## src/core/sca_pkg.sv

```systemverilog
// Purpose: Shared constants and types for the serial clock access block
// Assumes: 25 MHz system clock, 32768 Hz oscillator sampled as a pin
// Notes: Offsets, field positions, reset values and counts live here
package sca_pkg;

  // ----------------------------------------
  // Clocking
  // ----------------------------------------
  localparam int CLK_HZ = 25000000;
  localparam int OSC_HZ = 32768;
  localparam int TEST_HZ = 512;
  localparam int TEST_HALF = OSC_HZ / (2 * TEST_HZ);
  localparam logic [4:0] TEST_HALF_LAST = 5'(TEST_HALF - 1);

  // ----------------------------------------
  // Calibration
  // ----------------------------------------
  localparam int CAL_SHORTEN = 128;
  localparam int CAL_LENGTHEN = 256;
  localparam int CAL_CYCLE_MIN = 64;
  localparam int CAL_WINDOW_MIN = 62;
  localparam int SECS_PER_MIN = 60;
  localparam logic [15:0] SEC_NOM_LAST = 16'(OSC_HZ - 1);
  localparam logic [15:0] SEC_SHORT_LAST = 16'(OSC_HZ - CAL_SHORTEN - 1);
  localparam logic [15:0] SEC_LONG_LAST = 16'(OSC_HZ + CAL_LENGTHEN - 1);
  localparam logic [5:0] SEC_IDX_LAST = 6'(SECS_PER_MIN - 1);
  localparam logic [5:0] MIN_IDX_LAST = 6'(CAL_CYCLE_MIN - 1);

  // ----------------------------------------
  // Memory map and control fields
  // ----------------------------------------
  localparam int RAM_DEPTH = 64;
  localparam int ADDR_W = 6;
  localparam logic [5:0] CTRL_OFFSET = 6'h07;
  localparam int CAL_MAG_LSB = 0;
  localparam int CAL_MAG_W = 5;
  localparam int CAL_SIGN_BIT = 5;
  localparam int TEST_SELECT_BIT = 6;
  localparam int LEVEL_BIT = 7;
  localparam logic [7:0] CTRL_RESET = 8'h80;
  localparam int FIFO_DEPTH = 32;
  localparam int FIFO_W = ADDR_W + 8;

  // ----------------------------------------
  // Serial slave states
  // ----------------------------------------
  typedef enum logic [3:0] {
    S_IDLE    = 4'h0,
    S_DEV     = 4'h1,
    S_DEVACK  = 4'h3,
    S_WORD    = 4'h2,
    S_WORDACK = 4'h6,
    S_WDATA   = 4'h7,
    S_WDACK   = 4'h5,
    S_READ    = 4'hC,
    S_RACK    = 4'hD
  } sca_state_e;

endpackage

```

## src/core/sca_stream_if.sv

```systemverilog
// Purpose: Valid/ready word carrier between the block's own modules
// Assumes: Word taken when valid and ready are both high
// Notes: src drives valid and data, snk drives ready
`timescale 1ns/1ns
`default_nettype none
interface sca_stream_if #(parameter int W = 8);
  logic valid;
  logic ready;
  logic [W-1:0] data;
  modport src (output valid, output data, input ready);
  modport snk (input valid, input data, output ready);
endinterface // sca_stream_if
`default_nettype wire

```

## src/core/sca_fifo.sv

```systemverilog
// Purpose: Synchronous FIFO for buffered write bytes
// Assumes: Single clock, synchronous active-high reset
// Notes: Depth must be a power of two
`timescale 1ns/1ns
`default_nettype none
module sca_fifo #(
  parameter int W = 8,
  parameter int DEPTH = 32
) (
  input wire logic clk,
  input wire logic rst,
  sca_stream_if.snk wr,
  sca_stream_if.src rd
);

  localparam int AW = $clog2(DEPTH);

  generate
    if (DEPTH < 2 || (1 << AW) != DEPTH) begin : g_bad_depth
      $error("sca_fifo depth must be a power of two of at least 2");
    end
  endgenerate

  logic [W-1:0] mem [DEPTH];
  logic [AW:0] wrPtr;
  logic [AW:0] rdPtr;
  wire logic full = (wrPtr[AW] != rdPtr[AW]) && (wrPtr[AW-1:0] == rdPtr[AW-1:0]);
  wire logic empty = (wrPtr == rdPtr);
  wire logic doPush = wr.valid && !full;
  wire logic doPop = rd.ready && !empty;

  assign wr.ready = !full;
  assign rd.valid = !empty;
  assign rd.data = mem[rdPtr[AW-1:0]];

  always_ff @(posedge clk) begin
    if (doPush) begin
      mem[wrPtr[AW-1:0]] <= wr.data;
    end
  end

  always_ff @(posedge clk) begin
    if (rst) begin
      wrPtr <= '0;
      rdPtr <= '0;
    end else begin
      wrPtr <= wrPtr + (AW+1)'(doPush);
      rdPtr <= rdPtr + (AW+1)'(doPop);
    end
  end

endmodule // sca_fifo
`default_nettype wire

```

## src/core/sca_core.sv

```systemverilog
// Purpose: Serial access, pointer, calibration and test pin of the clock RAM
// Assumes: scl, sda and osc pins are asynchronous to clk
`timescale 1ns/1ns
`default_nettype none
module sca_core #(
  parameter logic [6:0] DEV_ADDR = 7'h50, // Arbitrary bus address
  parameter int BUF_DEPTH = sca_pkg::FIFO_DEPTH
) (
  input wire logic clk,
  input wire logic rst,
  input wire logic sclPin,
  input wire logic sdaIn,
  output logic sdaOut,
  output logic sdaOe,
  input wire logic oscPin,
  output logic testOut,
  output logic testOe,
  output logic secondTick
);
  import sca_pkg::*;

  generate
    if (BUF_DEPTH < 2) begin : g_bad_depth
      $error("sca_core buffer depth too small");
    end
  endgenerate

  // ----------------------------------------
  // Pin synchronisers and edges
  // ----------------------------------------
  logic [1:0] sclSync;
  logic [1:0] sdaSync;
  logic [1:0] oscSync;
  logic sclQ;
  logic sdaQ;
  logic oscQ;

  always_ff @(posedge clk) begin
    if (rst) begin
      sclSync <= 2'h3;
      sdaSync <= 2'h3;
      oscSync <= 2'h0;
      sclQ <= 1'b1;
      sdaQ <= 1'b1;
      oscQ <= 1'b0;
    end else begin
      sclSync <= {sclSync[0], sclPin};
      sdaSync <= {sdaSync[0], sdaIn};
      oscSync <= {oscSync[0], oscPin};
      sclQ <= sclSync[1];
      sdaQ <= sdaSync[1];
      oscQ <= oscSync[1];
    end
  end

  wire logic sclRise = sclSync[1] && !sclQ;
  wire logic sclFall = !sclSync[1] && sclQ;
  wire logic startCond = sclSync[1] && sclQ && sdaQ && !sdaSync[1];
  wire logic stopCond = sclSync[1] && sclQ && !sdaQ && sdaSync[1];
  wire logic oscRise = oscSync[1] && !oscQ;

  // ----------------------------------------
  // Memory, control register and write buffer
  // ----------------------------------------
  logic [7:0] ram [RAM_DEPTH];
  logic [7:0] ctrl;
  logic [ADDR_W-1:0] ptr;
  logic loadEvt;

  sca_stream_if #(.W(FIFO_W)) pushIf ();
  sca_stream_if #(.W(FIFO_W)) drainIf ();

  sca_fifo #(.W(FIFO_W), .DEPTH(BUF_DEPTH)) u_buf (
    .clk(clk),
    .rst(rst),
    .wr(pushIf.snk),
    .rd(drainIf.src)
  );

  function automatic logic [7:0] fetch(input logic [ADDR_W-1:0] a, input logic [7:0] c, input logic [7:0] m);
    fetch = (a == CTRL_OFFSET) ? c : m;
  endfunction

  wire logic [ADDR_W-1:0] ptrNext = ptr + 6'h01;
  wire logic [7:0] curByte = fetch(ptr, ctrl, ram[ptr]);
  wire logic [7:0] nextByte = fetch(ptrNext, ctrl, ram[ptrNext]);
  wire logic [ADDR_W-1:0] drainAddr = drainIf.data[FIFO_W-1:8];
  wire logic [7:0] drainByte = drainIf.data[7:0];
  wire logic ramWr = drainIf.valid && drainIf.ready;

  // Single-port RAM: a read fetch stalls draining
  assign drainIf.ready = !loadEvt;

  always_ff @(posedge clk) begin
    if (ramWr) begin
      ram[drainAddr] <= drainByte;
    end
  end

  always_ff @(posedge clk) begin
    if (rst) begin
      ctrl <= CTRL_RESET;
    end else if (ramWr && drainAddr == CTRL_OFFSET) begin
      ctrl <= drainByte;
    end
  end

  // ----------------------------------------
  // Serial slave
  // ----------------------------------------
  sca_state_e state;
  sca_state_e next_state;
  logic [3:0] bitCnt;
  logic [3:0] next_bitCnt;
  logic [7:0] shiftIn;
  logic [7:0] next_shiftIn;
  logic [7:0] txShift;
  logic [7:0] next_txShift;
  logic [ADDR_W-1:0] next_ptr;
  logic next_sdaOe;
  logic masterAck;
  logic next_masterAck;
  logic pushValid;

  wire logic byteDone = sclFall && bitCnt == 4'h8;
  wire logic addrMatch = shiftIn[7:1] == DEV_ADDR;

  assign pushIf.valid = pushValid;
  assign pushIf.data = {ptr, shiftIn};

  always_comb begin
    next_state = state;
    next_bitCnt = bitCnt;
    next_shiftIn = shiftIn;
    next_txShift = txShift;
    next_ptr = ptr;
    next_sdaOe = sdaOe;
    next_masterAck = masterAck;
    loadEvt = 1'b0;
    pushValid = 1'b0;
    if (stopCond) begin
      next_state = S_IDLE;
      next_sdaOe = 1'b0;
    end else if (startCond) begin
      next_state = S_DEV;
      next_bitCnt = 4'h0;
      next_sdaOe = 1'b0;
    end else if ((state == S_DEV || state == S_WORD || state == S_WDATA) && sclRise && bitCnt != 4'h8) begin
      next_shiftIn = {shiftIn[6:0], sdaSync[1]};
      next_bitCnt = bitCnt + 4'h1;
    end else begin
      case (state)
        S_DEV: begin
          if (byteDone) begin
            next_state = addrMatch ? S_DEVACK : S_IDLE;
            next_sdaOe = addrMatch;
          end
        end
        S_DEVACK: begin
          if (sclFall && shiftIn[0]) begin
            next_state = S_READ;
            loadEvt = 1'b1;
            next_txShift = curByte;
            next_sdaOe = !curByte[7];
            next_bitCnt = 4'h0;
          end else if (sclFall) begin
            next_state = S_WORD;
            next_sdaOe = 1'b0;
            next_bitCnt = 4'h0;
          end
        end
        S_WORD: begin
          if (byteDone) begin
            next_ptr = shiftIn[ADDR_W-1:0];
            next_state = S_WORDACK;
            next_sdaOe = 1'b1;
          end
        end
        S_WORDACK, S_WDACK: begin
          if (sclFall) begin
            next_state = S_WDATA;
            next_sdaOe = 1'b0;
            next_bitCnt = 4'h0;
            if (state == S_WDACK) begin
              next_ptr = ptrNext;
            end
          end
        end
        S_WDATA: begin
          if (byteDone) begin
            pushValid = pushIf.ready;
            next_state = pushIf.ready ? S_WDACK : S_IDLE;
            next_sdaOe = pushIf.ready;
          end
        end
        S_READ: begin
          if (sclRise) begin
            next_bitCnt = bitCnt + 4'h1;
          end else if (byteDone) begin
            next_state = S_RACK;
            next_sdaOe = 1'b0;
          end else if (sclFall) begin
            next_txShift = {txShift[6:0], 1'b0};
            next_sdaOe = !txShift[6];
          end
        end
        S_RACK: begin
          if (sclRise) begin
            next_masterAck = !sdaSync[1];
          end else if (sclFall && masterAck) begin
            next_ptr = ptrNext;
            loadEvt = 1'b1;
            next_txShift = nextByte;
            next_sdaOe = !nextByte[7];
            next_bitCnt = 4'h0;
            next_state = S_READ;
          end else if (sclFall) begin
            next_state = S_IDLE;
          end
        end
        default: begin
          next_state = S_IDLE;
        end
      endcase
    end
  end

  always_ff @(posedge clk) begin
    if (rst) begin
      state <= S_IDLE;
      bitCnt <= 4'h0;
      shiftIn <= 8'h00;
      txShift <= 8'h00;
      ptr <= '0;
      sdaOe <= 1'b0;
      sdaOut <= 1'b0;
      masterAck <= 1'b0;
    end else begin
      state <= next_state;
      bitCnt <= next_bitCnt;
      shiftIn <= next_shiftIn;
      txShift <= next_txShift;
      ptr <= next_ptr;
      sdaOe <= next_sdaOe;
      sdaOut <= 1'b0;
      masterAck <= next_masterAck;
    end
  end

  // ----------------------------------------
  // Divider chain with calibration
  // ----------------------------------------
  logic [15:0] tickCnt;
  logic [5:0] secIdx;
  logic [5:0] minIdx;
  logic [4:0] halfCnt;
  logic testPhase;

  wire logic [4:0] calMag = ctrl[CAL_MAG_LSB +: CAL_MAG_W];
  wire logic calSign = ctrl[CAL_SIGN_BIT];
  wire logic testMode = ctrl[TEST_SELECT_BIT];
  wire logic corrActive = (secIdx == 6'h00) && (minIdx < {calMag, 1'b0});
  // Positive splits half a /256 period out, negative blanks a whole one
  wire logic [15:0] secLast = !corrActive ? SEC_NOM_LAST : (calSign ? SEC_SHORT_LAST : SEC_LONG_LAST);
  wire logic secWrap = oscRise && tickCnt == secLast;
  wire logic halfWrap = oscRise && halfCnt == TEST_HALF_LAST;
  wire logic next_testOe = testMode ? !testPhase : !ctrl[LEVEL_BIT];

  always_ff @(posedge clk) begin
    if (rst) begin
      tickCnt <= 16'h0000;
      secIdx <= 6'h00;
      minIdx <= 6'h00;
      secondTick <= 1'b0;
    end else begin
      secondTick <= secWrap;
      if (oscRise) begin
        tickCnt <= secWrap ? 16'h0000 : tickCnt + 16'h0001;
      end
      if (secWrap) begin
        secIdx <= (secIdx == SEC_IDX_LAST) ? 6'h00 : secIdx + 6'h01;
      end
      if (secWrap && secIdx == SEC_IDX_LAST) begin
        minIdx <= (minIdx == MIN_IDX_LAST) ? 6'h00 : minIdx + 6'h01;
      end
    end
  end

  // Test divider runs from raw oscillator edges only
  always_ff @(posedge clk) begin
    if (rst) begin
      halfCnt <= 5'h00;
      testPhase <= 1'b0;
      testOe <= 1'b0;
      testOut <= 1'b0;
    end else begin
      halfCnt <= halfWrap ? 5'h00 : halfCnt + 5'(oscRise);
      testPhase <= testPhase ^ halfWrap;
      testOe <= next_testOe;
      testOut <= 1'b0;
    end
  end

  // ----------------------------------------
  // Checks
  // ----------------------------------------
  property p_word_load;
    @(posedge clk) disable iff (rst) (state == S_WORD && byteDone && !startCond && !stopCond)
      |=> ptr == $past(shiftIn[ADDR_W-1:0]) && state == S_WORDACK;
  endproperty
  a_word_load: assert property (p_word_load) else $error("word address not loaded");

  property p_write_step;
    @(posedge clk) disable iff (rst) (state == S_WDACK && sclFall && !startCond && !stopCond)
      |=> ptr == $past(ptrNext) && state == S_WDATA;
  endproperty
  a_write_step: assert property (p_write_step) else $error("write pointer did not step");

  property p_ack_drive;
    @(posedge clk) disable iff (rst) (state == S_DEVACK || state == S_WORDACK || state == S_WDACK) |-> sdaOe;
  endproperty
  a_ack_drive: assert property (p_ack_drive) else $error("acknowledge not driven");

  property p_read_hold;
    @(posedge clk) disable iff (rst) (state == S_RACK && sclFall && !masterAck && !startCond && !stopCond)
      |=> ptr == $past(ptr) && state == S_IDLE;
  endproperty
  a_read_hold: assert property (p_read_hold) else $error("pointer moved without acknowledge");

  property p_read_next;
    @(posedge clk) disable iff (rst) (state == S_RACK && sclFall && masterAck && !startCond && !stopCond)
      |=> state == S_READ && txShift == $past(nextByte) && sdaOe == !$past(nextByte[7]);
  endproperty
  a_read_next: assert property (p_read_next) else $error("next read byte not presented");

  property p_wrap;
    @(posedge clk) disable iff (rst) (ptr == 6'h3F && next_ptr != ptr && !(state == S_WORD)) |=> ptr == 6'h00;
  endproperty
  a_wrap: assert property (p_wrap) else $error("pointer did not wrap");

  property p_window;
    @(posedge clk) disable iff (rst) corrActive |-> minIdx < 6'h3E && minIdx < {calMag, 1'b0} && secIdx == 6'h00;
  endproperty
  a_window: assert property (p_window) else $error("correction outside window");

  property p_sec_len;
    @(posedge clk) disable iff (rst) secondTick |-> $past(tickCnt) == 16'h7FFF || $past(tickCnt) == 16'h7F7F
      || $past(tickCnt) == 16'h80FF;
  endproperty
  a_sec_len: assert property (p_sec_len) else $error("second length wrong");

  property p_test_toggle;
    @(posedge clk) disable iff (rst) (testMode && halfWrap) ##1 testMode[*2] |-> testOe != $past(testOe);
  endproperty
  a_test_toggle: assert property (p_test_toggle) else $error("test pin did not toggle");

  property p_level;
    @(posedge clk) disable iff (rst) (!testMode ##1 !testMode) |-> testOe == !$past(ctrl[LEVEL_BIT]);
  endproperty
  a_level: assert property (p_level) else $error("pin does not follow level bit");

  property p_ctrl_write;
    @(posedge clk) disable iff (rst) (ramWr && drainAddr == 6'h07) |=> ctrl == $past(drainByte);
  endproperty
  a_ctrl_write: assert property (p_ctrl_write) else $error("control register not written");

endmodule // sca_core
`default_nettype wire

```

## config.mk

```make
export PLATFORM = sky130hd
export DESIGN_NAME = sca_core
export DESIGN_NICKNAME = d
export VERILOG_FILES = /design/src/core/sca_pkg.sv /design/src/core/sca_stream_if.sv /design/src/core/sca_fifo.sv /design/src/core/sca_core.sv
export SDC_FILE = /design/constraint.sdc
export NUM_CORES = 1
export LEC_CHECK = 0
export BUFFER_PORTS_ARGS = -buffer_cell sky130_fd_sc_hd__buf_2
export CAP_MARGIN = 0
export CORE_ASPECT_RATIO = 1.2
export CORE_UTILIZATION = 45
export CTS_CLUSTER_DIAMETER = 200
export DETAILED_ROUTE_END_ITERATION = 10
export GPL_ROUTABILITY_DRIVEN = 0
export PLACE_DENSITY = 0.58
export SLEW_MARGIN = 40
export SYNTH_ARGS = -nofsm -noshare
export SYNTH_HDL_FRONTEND = slang
export SYNTH_HIERARCHICAL = 1
export SYNTH_SLANG_ARGS = --single-unit
```

## constraint.sdc

```tcl
create_clock -name clk -period 3.9 [get_ports clk]
set_input_delay 0.78 -clock clk [delete_from_list [all_inputs] [get_ports clk]]
set_output_delay 0.78 -clock clk [all_outputs]
set_load 0.1 [all_outputs]
```

==> results of run 1 <==
[power groups by stage]
stage | Combinational (W) | Sequential (W) | Clock, W
2_1_floorplan | 0.00141 | 0.0130 | 0
3_3_place_gp | 0.00216 | 0.0130 | 0
3_5_place_dp | 0.00222 | 0.0130 | 0
4_1_cts | 0.00222 | 0.0127 | 0.0108
5_1_grt | 0.00232 | 0.0128 | 0.0112
6_report | 0.00220 | 0.0127 | 0.0107
[stage by stage]
| step | cell area (um2) | setup slack [ns] | power (W) | hold WS [ns] |
|---|---|---|---|---|
| detailed placement | 50200 | 0.257 | 0.0152 | 0.409 |
| global placement | 50100 | 0.237 | 0.0152 | 0.417 |
| global route | 53900 | 0.0374 | 0.0263 | 0.318 |
| floorplan | 46800 | 0.0306 | 0.0144 | 0.389 |
| CTS | 53900 | 0.235 | 0.0258 | 0.295 |
| finish | 53900 | 0.217 | 0.0256 | 0.332 |
[cells in the mapped netlist, drive strengths merged (18+ instances only)]
library cell	n	share of area
a2111oi	18	0.0055
a21oi	71	0.0078
a221oi	21	0.0041
a22o	30	0.0056
a22oi	24	0.0038
buf	107	0.015
clkbuf	77	0.0063
dfxtp	102	0.044
edfxtp	960	0.62
ha	18	0.0048
mux2	24	0.0058
mux2i	100	0.021
mux4	336	0.16
nand2	111	0.0089
nand2b	25	0.0033
nand3	64	0.0068
nand3b	18	0.0029
nor2	159	0.013
nor2b	38	0.0051
nor3	54	0.0061
nor4	21	0.0028
o21ai	32	0.0035
o221ai	18	0.0034
o22ai	27	0.0036
xor2	30	0.0056
[cell type report]
cell class,count,share of cell area
Multi-Input combinational cell,1432,0.283
Inverter,19,0.00132
Clock inverter,74,0.0160
Tap cell,1375,0.0319
Clock buffer,126,0.0516
Timing Repair Buffer,268,0.0423
Antenna cell,2,0.0000929
Sequential cell,1062,0.574
[critical path: stages (launching register included)]
cell and delay, ns:
dfxtp_4 0.58, buf_4 0.23, mux4_2 0.50, a22o_1 0.19
a2111oi_1 0.60, a21oi_1 0.09, buf_4 0.21, or3b_2 0.62
nor2_1 0.15, buf_4 0.19
[cells by family after synthesis]
kind of cell	after synthesis
buffers and inverters	203
and+or+nand+nor	566
DFF	1062
xor gates and xnor gates	46
other	1
AOI/OAI and AO/OA	340
adders and majority gates	18
muxes	460
[layout by cell type, fill, tap and decap left out, drive strengths merged, types with 18 or more instances in the layout]
cell type,instances
buf,268
mux4,336
xor2,30
nor2,159
inv,18
o221ai,18
nand2,111
nand3,64
a221oi,21
clkinv,48
bufinv,18
nor3,54
o22ai,27
edfxtp,960
nor2b,38
o21ai,32
dfxtp,102
ha,18
a22oi,24
a2111oi,18
clkbuf,126
nor4,21
mux2,24
a21oi,71
nand3b,18
nand2b,25
mux2i,100
a22o,30
[worst max-delay path by stage]
stage,startpoint,endpoint,depth (start not counted)
global placement,u_buf/rdPtr[0]$_SDFF_PP0_,ram[43][3]$_DFFE_PP_,9
finish,u_buf/rdPtr[0]$_SDFF_PP0_,ram[16][6]$_DFFE_PP_,9
detailed placement,u_buf/rdPtr[0]$_SDFF_PP0_,ram[35][0]$_DFFE_PP_,9
CTS,u_buf/rdPtr[0]$_SDFF_PP0_,ram[35][4]$_DFFE_PP_,9
global route,u_buf/rdPtr[0]$_SDFF_PP0_,ram[38][1]$_DFFE_PP_,9
floorplan,ptr[0]$_SDFFE_PP0N_,txShift[1]$_SDFFE_PP0P_,14
[metal layers]
layer,up-vias,global-route usage,share of wire
met4,4,0.104,0.045
li1,11489,-,-
met5,-,0,0.00015
met3,250,0.0376,0.064
met2,1181,0.413,0.50
met1,14229,0.330,0.39
[state kept, by name (all words and copies together), names as in the netlist, 6 cells and up, named ones only]
signal	flops
ptr	6
minIdx	6
u_buf/mem	448
ram	512
ctrl	8
txShift	7
secIdx	6
shiftIn	8
u_buf/wrPtr	6
tickCnt	16
u_buf/rdPtr	6
==> metrics.md, run 1 <==
| Metric | Value |
|---|---|
| Crit path DAT | 4.05 ns |
| Min-delay src | sclPin |
| PD cells | 475 nW/um2 |
| Fmax | 272 MHz |
| Layout cells sized above 1 | 0.303 |
| Critical-path maximum fanout | 16 |
| Reg2Reg Capture Point | ram[16][6]$_DFFE_PP_ |
| Die width | 296 um |
| Maximum resistive drop on vdd | 358 uV |
| CTS H-Tree Depth | 3 |
| Routed wire length | 130 mm |
| Sw Pwr | 0.00573 W |
| Multi-input logic area | 15200 um2 |
| XOR/XNOR share of the synthesized area | 0.00861 |
| Register area share after synthesis | 0.659 |
| Avg Cell Area, Syn | 17.4 um2 |
| Mux cell area share after synthesis | 0.189 |
| Final Non-Filler Cells | 4358 |
| Vias in the first global route | 27288 |
| Vias/cell | 6.23 |
| Clk_lat worst skew | 0.68 ns |
| Largest net degree at the start of global routing | 66 |
| Post-synth EDFFs | 960 |
| Int Pwr | 0.0199 W |
| Fin. max-slew vios | 0 |
| Synth Area in Simple Gates | 0.0606 |
| Postcts setup bufs | 0 |
| Fin crit share | 0.944 |
| First-pass iteration count of the detailed router | 6 |
| GRT Total Usage | 0.250 |
| Mapped cell area | 46800 um2 |
| Register Area | 30900 um2 |
| Combinational Power Share | 0.086 |
| CTS root buffer | clkbuf_16 |
| R2R cell count | 9 |
| Worst Skew | 0.0386 ns |
| WS Path Type | flip-flop to flip-flop |
| Ys async rst share | 0 |
| Top-level port count | 10 |
| Hold buffers post-CTS | 0 |
| Final setup viols | 0 |
| Port bufs | 7 |
| RR Startpoint | u_buf/rdPtr[0]$_SDFF_PP0_ |
| Routed WL per cell | 29.9 um |
| Gr ovfl total | 0 |
| Class of the worst hold path | input port to flip-flop |
| Crit. End Element | flip-flop |
| Post-Synth Adder-Cell Area | 0.00481 |
| Clk buf depth | 3 |
| Die area | 105000 um2 |
| Worst Hold Path EP | sclSync[0]$_SDFF_PP1_ |
| Final core occ | 0.522 |
| Worst-Margin Slew | 0.860 ns |
| Iter 0 DRT Violations | 2983 |
| Dpl cells | 4156 |
| CTS tree | done |
| Syn Inst Count | 2696 |
| Main flop type after synthesis | edfxtp_1 |
| Slew margin rel. | 0.424 |
| Status | finished clean |
| Req. time, crit path | 4.27 ns |
| Max-cap violations | 0 |
| Core area | 103000 um2 |
| Share of total power in the clock network | 0.416 |
| Setup TNS | 0 ns |
| Clk sink count | 1062 |
| Cell row count | 129 |
| FILL cells | 8184 |
| Initial antenna violation count | 3 |
| Compound-Gate Fraction of Synth Area | 0.0553 |
| Resize count post-CTS | 0 |
| DP HPWL | 87.3 mm |
| Yosys cell types | 86 |
| RSZ-0062 raised after global routing | false |
| Static Leakage | 16.9 nW |
| Synth warnings | 6 |
| DR DRC count | 0 |
| Net Sw Frac | 0.224 |
| Die Ht | 355 um |
| DR vias | 27153 |
| Hold depth | 2 |
| Starting Density | 0.454 |
| Reg clk slew, reported paths | 0.06 ns |
| Cts bufs inserted | 107 |
| Sequential power share | 0.498 |
| Final #Nets | 2913 |
| Area delta synth->final | 15.1% |
| Crit path launch type | flip-flop |
| Post-route ant nets | 0 |
| Final hold violation count | 0 |
| Crit path time final | 3.68 ns |
| First-pass GRT wire length | 191 mm |
| R2r setup slk | 0.22 ns |
| Combinational family with the most area after synthesis | multiplexers |
| Yosys reg bits | 1062 |
Note: power is estimated with default switching activity, not from simulation.
==> run 2: changes to the inputs <==
--- a/config.mk
+++ b/config.mk
@@ -13,6 +13,7 @@
 export DETAILED_ROUTE_END_ITERATION = 10
 export GPL_ROUTABILITY_DRIVEN = 0
 export PLACE_DENSITY = 0.58
+export REMOVE_ABC_BUFFERS = 1
 export SLEW_MARGIN = 40
 export SYNTH_ARGS = -nofsm -noshare
 export SYNTH_HDL_FRONTEND = slang
==> metrics.md, run 2 (same netlist as run 1, synthesis figures left out) <==
| Metric | Value |
|---|---|
| Fmax | 264 MHz (-2.9%) |
| Top-level port count | 10 (unchanged) |
| Gr ovfl total | 0 (unchanged) |
| Fin crit share | 0.972 (+0.0279) |
| RR Startpoint | u_buf/rdPtr[0]$_SDFF_PP0_ |
| Crit path to | ram[43][5]$_DFFE_PP_ |
| Crit path time final | 3.79 ns (+0.109 ns) |
| Die width | 296 um (unchanged) |
| CP max stage cell | mux4_2 |
| Placed Area | 50000 um2 (-0.34%) |
| Final hold violation count | 0 (unchanged) |
| Crit path launch type | flip-flop |
| CTS root buffer | clkbuf_16 |
| Iter 0 DRT Violations | 2955 (-0.94%) |
| Layout cells sized above 1 | 0.294 (-0.00936) |
| Starting Density | 0.454 (unchanged) |
| CTS H-Tree Depth | 3 (unchanged) |
| Fin. max-slew vios | 0 (unchanged) |
| Worst path max stage delay | 0.56 ns (-0.06 ns) |
| Status | finished clean |
| Dpl cells | 4128 (-0.67%) |
| Worst Skew | 0.0424 ns (+0.00382 ns) |
| Vias in the first global route | 27319 (+0.11%) |
| DR DRC count | 0 (unchanged) |
| Cts bufs inserted | 107 (unchanged) |
| Initial antenna violation count | 0 (-3) |
| Class of the worst hold path | input port to flip-flop |
| Port bufs | 7 (unchanged) |
| PD cells | 472 nW/um2 (-0.77%) |
| Largest net degree at the start of global routing | 66 (unchanged) |
| Clk_lat worst skew | 0.69 ns (about the same) |
| Clk sink count | 1062 (unchanged) |
| Multi-input logic area | 15300 um2 (about the same) |
| Post-route ant nets | 0 (unchanged) |
| CTS tree | done |
| GRT Total Usage | 0.251 (+0.00151) |
| Crit path cell chain | mux4_2, a22o_1, a2111oi_2, a21oi_1, or3b_2, buf_12, nor2_1 |
| DP HPWL | 87.7 mm (+0.50%) |
| Area delta synth->final | 14.5% |
| Critical-path maximum fanout | 15 (-1) |
| Static Leakage | 16.7 nW (-1.1%) |
| Req. time, crit path | 4.20 ns (-0.07 ns) |
| R2r setup slk | 0.11 ns (-0.11 ns) |
| First-pass iteration count of the detailed router | 6 (unchanged) |
| Cell row count | 129 (unchanged) |
| Final core occ | 0.520 (-0.00249) |
| Worst-Margin Slew | 0.877 ns (+0.0175 ns) |
| Postcts setup bufs | 0 (unchanged) |
| Reg2Reg Capture Point | ram[43][5]$_DFFE_PP_ |
| Routed WL per cell | 30.4 um (+1.6%) |
| R2R cell count | 7 (-2) |
| Final setup viols | 0 (unchanged) |
| Largest register FFs | 512 (unchanged) |
| Register Area | 30900 um2 (about the same) |
| FILL cells | 8155 (-0.35%) |
| Slew margin rel. | 0.411 (-0.0129) |
| Max-cap violations | 0 (unchanged) |
| Die area | 105000 um2 (unchanged) |
| DR vias | 27141 (-0.044%) |
| Core area | 103000 um2 (unchanged) |
| Most frequent cells in the layout | 960 x edfxtp_1, 336 x mux4_2, 207 x buf_4 |
| Reg clk slew, reported paths | 0.06 ns (about the same) |
| Hold buffers post-CTS | 0 (unchanged) |
| Vias/cell | 6.28 (+0.72%) |
| Power, Total | 0.0253 W (-1.2%) |
| Crit. End Element | flip-flop |
| RSZ-0062 raised after global routing | true |
| Top reg by flops | ram |
| Commonest non-fill, non-tap cell in the layout | edfxtp_1 |
| Post-route cell area | 53600 um2 (-0.48%) |
| Routed wire length | 131 mm (+0.79%) |
| Clk buf depth | 3 (unchanged) |
| Final Non-Filler Cells | 4325 (-0.76%) |
| Die Ht | 355 um (unchanged) |
| Maximum resistive drop on vdd | 445 uV (+25%) |
| First-pass GRT wire length | 192 mm (+0.53%) |
| Worst Setup SP | u_buf/rdPtr[0]$_SDFF_PP0_ |
| WS Path Type | flip-flop to flip-flop |
| Final #Nets | 2885 (-0.96%) |
| Antenna cell count | 0 (-2) |
| Crit path DAT | 4.09 ns (+0.04 ns) |
-- run 2: critical path: cells and delay by family (launching register included) --
kind	cells	cell delay [ns]
flip-flops	1	0.55
multiplexers	1	0.56
AND/OR/NAND/NOR	2	1.09
buffers and inverters	1	0.18
AO/OA/AOI/OAI	3	1.00
-- run 2: stage by stage --
stage	worst slack, ns	hold WS [ns]	setup TNS, ns
after floorplan	-6.64	0.389	-6470.52
after global placement	0.0999	0.414	0
after detailed placement	0.0776	0.410	0
after CTS	0.0609	0.283	0
after global routing	-0.105	0.289	-1.53
final	0.109	0.316	0
-- run 2: repair_timing --
action | CTS | global route
resized for setup | 0 | 5
setup endpoints to repair | 0 | 56
hold endpoints to repair | 0 | 0
-- run 2: cell type report --
class | instances | share of cell area
Clock buffer | 135 | 0.0541
Clock inverter | 62 | 0.0121
Inverter | 19 | 0.00133
Multi-Input combinational cell | 1432 | 0.285
Sequential cell | 1062 | 0.576
Tap cell | 1375 | 0.0321
Timing Repair Buffer | 240 | 0.0394
-- run 2: how the worst min path moves through the flow --
stage	start	to	slack, ns	cells after the start
finish	sclPin	sclSync[0]$_SDFF_PP1_	0.32	2
CTS	sclPin	sclSync[0]$_SDFF_PP1_	0.28	2
floorplan	sclSync[0]$_SDFF_PP1_	sclSync[1]$_SDFF_PP1_	0.39	1
global route	sdaIn	sdaSync[0]$_SDFF_PP1_	0.29	2
global placement	sdaSync[0]$_SDFF_PP1_	sdaSync[1]$_SDFF_PP1_	0.41	1
detailed placement	sdaSync[0]$_SDFF_PP1_	sdaSync[1]$_SDFF_PP1_	0.41	1
-- run 2: per-layer routing --
metal | GRT usage | up-vias | wire length, um
met1 | 0.325 | 14218 | 50700
li1 | - | 11415 | -
met5 | 0 | - | 0
met4 | 0.120 | 0 | 6770
met2 | 0.417 | 1245 | 65700
met3 | 0.0364 | 263 | 8250
-- run 2: power breakdown --
group / leakage (nW) / internal, W / switching [W]
logic: 5.44 / 0.000840 / 0.00132
registers: 9.58 / 0.0127 / 0.0000631
clock network: 1.71 / 0.00604 / 0.00433
==> run 3: changes to the inputs <==
--- a/config.mk
+++ b/config.mk
@@ -8,11 +8,11 @@
 export BUFFER_PORTS_ARGS = -buffer_cell sky130_fd_sc_hd__buf_2
 export CAP_MARGIN = 0
 export CORE_ASPECT_RATIO = 1.2
-export CORE_UTILIZATION = 45
+export CORE_UTILIZATION = 49
 export CTS_CLUSTER_DIAMETER = 200
 export DETAILED_ROUTE_END_ITERATION = 10
 export GPL_ROUTABILITY_DRIVEN = 0
-export PLACE_DENSITY = 0.58
+export PLACE_DENSITY = 0.6
 export REMOVE_ABC_BUFFERS = 1
 export SLEW_MARGIN = 40
 export SYNTH_ARGS = -nofsm -noshare
==> constraint.sdc (replaced) <==
create_clock -name clk -period 4.2 [get_ports clk]
set_input_delay 0.84 -clock clk [delete_from_list [all_inputs] [get_ports clk]]
set_output_delay 0.84 -clock clk [all_outputs]
set_load 0.1 [all_outputs]
==> metrics.md, run 3 (same netlist as run 1, synthesis figures left out) <==
| Metric | Value |
|---|---|
| Crit. End Element | flip-flop |
| Status | finished clean |
| Die Ht | 341 um (-4.1%) |
| Req. time, crit path | 4.58 ns (+0.38 ns) |
| Largest net degree at the start of global routing | 87 (+32%) |
| Slew margin rel. | 0.393 (-0.0179) |
| FILL cells | 7192 (-12%) |
| Class of the worst hold path | input port to flip-flop |
| Cell row count | 123 (-4.7%) |
| CTS H-Tree Depth | 3 (unchanged) |
| Layout cells sized above 1 | 0.303 (+0.00883) |
| Die width | 284 um (-4.1%) |
| Area delta synth->final | 15.0% |
| Initial antenna violation count | 0 (unchanged) |
| Fmax | 258 MHz (-2.3%) |
| Fin crit share | 0.924 (-0.0480) |
| Worst-Margin Slew | 0.910 ns (+0.0327 ns) |
| Top reg by flops | ram |
| Static Leakage | 17.0 nW (+1.5%) |
| DR vias | 26989 (-0.56%) |
| Port bufs | 7 (unchanged) |
| Final hold violation count | 0 (unchanged) |
| Delay-heaviest family, CP | simple AND/OR/NAND/NOR gates |
| Final #Nets | 2908 (+0.80%) |
| Reg clk slew, reported paths | 0.06 ns (about the same) |
| Vias in the first global route | 27553 (+0.86%) |
| CP max stage cell | or3b_2 |
| Final core occ | 0.572 (+0.0519) |
| Cts bufs inserted | 106 (-0.93%) |
| Clk_lat worst skew | 0.71 ns (+0.02 ns) |
| GRT Total Usage | 0.269 (+0.0180) |
| Vias/cell | 6.39 (+1.8%) |
| Maximum resistive drop on vdd | 344 uV (-23%) |
| Most frequent cells in the layout | 960 x edfxtp_1, 336 x mux4_2, 232 x buf_4 |
| Net Sw Frac | 0.226 (about the same) |
| First-pass iteration count of the detailed router | 6 (unchanged) |
| PD cells | 447 nW/um2 (-5.3%) |
| Starting Density | 0.497 (+0.0431) |
| Largest register FFs | 512 (unchanged) |
| Crit path launch type | flip-flop |
| Sw Pwr | 0.00543 W (-4.9%) |
| Critical-path maximum fanout | 18 (+3) |
| RSZ-0062 raised after global routing | false |
| Post-route ant nets | 0 (unchanged) |
| CTS root buffer | clkbuf_16 |
| WS Path Type | flip-flop to flip-flop |
| Clk buf depth | 3 (unchanged) |
| DR DRC count | 0 (unchanged) |
| Gr ovfl total | 0 (unchanged) |
| Crit path time final | 3.88 ns (+0.0899 ns) |
| Iter 0 DRT Violations | 2927 (-0.95%) |
| Routed WL per cell | 30.6 um (+0.83%) |
| Worst path max stage delay | 0.81 ns (+0.25 ns) |
| Final setup viols | 0 (unchanged) |
| Worst Skew | 0.0457 ns (+0.00330 ns) |
| Top-level port count | 10 (unchanged) |
| Sequential power share | 0.493 (-0.011) |
| First-pass GRT wire length | 191 mm (-0.25%) |
| Postcts setup bufs | 0 (unchanged) |
| Setup WS post-layout | 0.319 ns (+0.210 ns) |
| Fin. max-slew vios | 0 (unchanged) |
| Die area | 96800 um2 (-8.1%) |
| Commonest non-fill, non-tap cell in the layout | edfxtp_1 |
| Crit path DAT | 4.26 ns (+0.17 ns) |
| CP bufs+invs | 1 (unchanged) |
| Combinational Power Share | 0.087 (+0.002) |
| Final hold slack | 0.372 ns (+0.0561 ns) |
| CTS tree | done |
| Crit path cell chain | nand3_1, o22ai_1, a2111oi_2, a21oi_1, o211ai_1, or3b_2, nor2_1, buf_4 |
| Routed wire length | 129 mm (-1.5%) |
| Hold buffers post-CTS | 0 (unchanged) |
| Pre-CTS setup slack | 0.323 ns (+0.245 ns) |
| Max-cap violations | 0 (unchanged) |
| Share of total power in the clock network | 0.420 (+0.010) |
| Int Pwr | 0.0186 W (-4.9%) |
| Clk sink count | 1062 (unchanged) |
| Resize count post-CTS | 0 (unchanged) |
| DP HPWL | 87.3 mm (-0.46%) |
| Core area | 94200 um2 (-8.7%) |
## run 3: power groups by stage
stage	sequential [W]	clock [W]	combinational (W)
5_1_grt	0.0119	0.0106	0.00219
3_5_place_dp	0.0121	0	0.00211
6_report	0.0119	0.0101	0.00209
4_1_cts	0.0119	0.0102	0.00211
3_3_place_gp	0.0121	0	0.00207
2_1_floorplan	0.0125	0	0.00138
## run 3: final timing paths
kind | from | to | slack (ns) | depth (start not counted)
worst max-delay path | u_buf/rdPtr[2]$_SDFF_PP0_ | ram[13][7]$_DFFE_PP_ | 0.32 | 8
worst min register to register | sclSync[0]$_SDFF_PP1_ | sclSync[1]$_SDFF_PP1_ | 0.42 | 1
worst max register to register | u_buf/rdPtr[2]$_SDFF_PP0_ | ram[13][7]$_DFFE_PP_ | 0.32 | 8
worst min-delay path | sdaIn | sdaSync[0]$_SDFF_PP1_ | 0.37 | 2
## run 3: layout make-up
type | count | area, um2 | share of cell area
Antenna cell | 2 | 5.00 | 0.0000930
Clock buffer | 140 | 2970 | 0.0551
Clock inverter | 56 | 817 | 0.0152
Inverter | 19 | 71.3 | 0.00132
Multi-Input combinational cell | 1432 | 15200 | 0.283
Sequential cell | 1062 | 30900 | 0.574
Tap cell | 1250 | 1560 | 0.0290
Timing Repair Buffer | 264 | 2270 | 0.0422
## run 3: routing by layer
| metal | vias to the layer above | track usage | part of all wire |
|---|---|---|---|
| met3 | 276 | 0.0401 | 0.063 |
| met5 | - | 0 | 0 |
| li1 | 11465 | - | - |
| met4 | 0 | 0.122 | 0.048 |
| met1 | 13990 | 0.342 | 0.38 |
| met2 | 1258 | 0.459 | 0.51 |
## run 3: worst reg2reg max path, delay by kind of cell (launching register included)
family,cells,cell delay (ns)
simple gates,3,1.57
compound gates,4,1.27
flops,1,0.55
buf+inv,1,0.19
## run 3: metrics by stage
| step | power (W) | area (um2) | setup TNS, ns | instances |
|---|---|---|---|---|
| CTS | 0.0242 | 53800 | 0 | 4223 |
| detailed placement | 0.0142 | 50000 | 0 | 4027 |
| global route | 0.0247 | 53800 | 0 | 4223 |
| global placement | 0.0142 | 50000 | -11.25 | 4026 |
| finish | 0.0241 | 53800 | 0 | 4225 |
| floorplan | 0.0139 | 45800 | -6006.72 | 2513 |
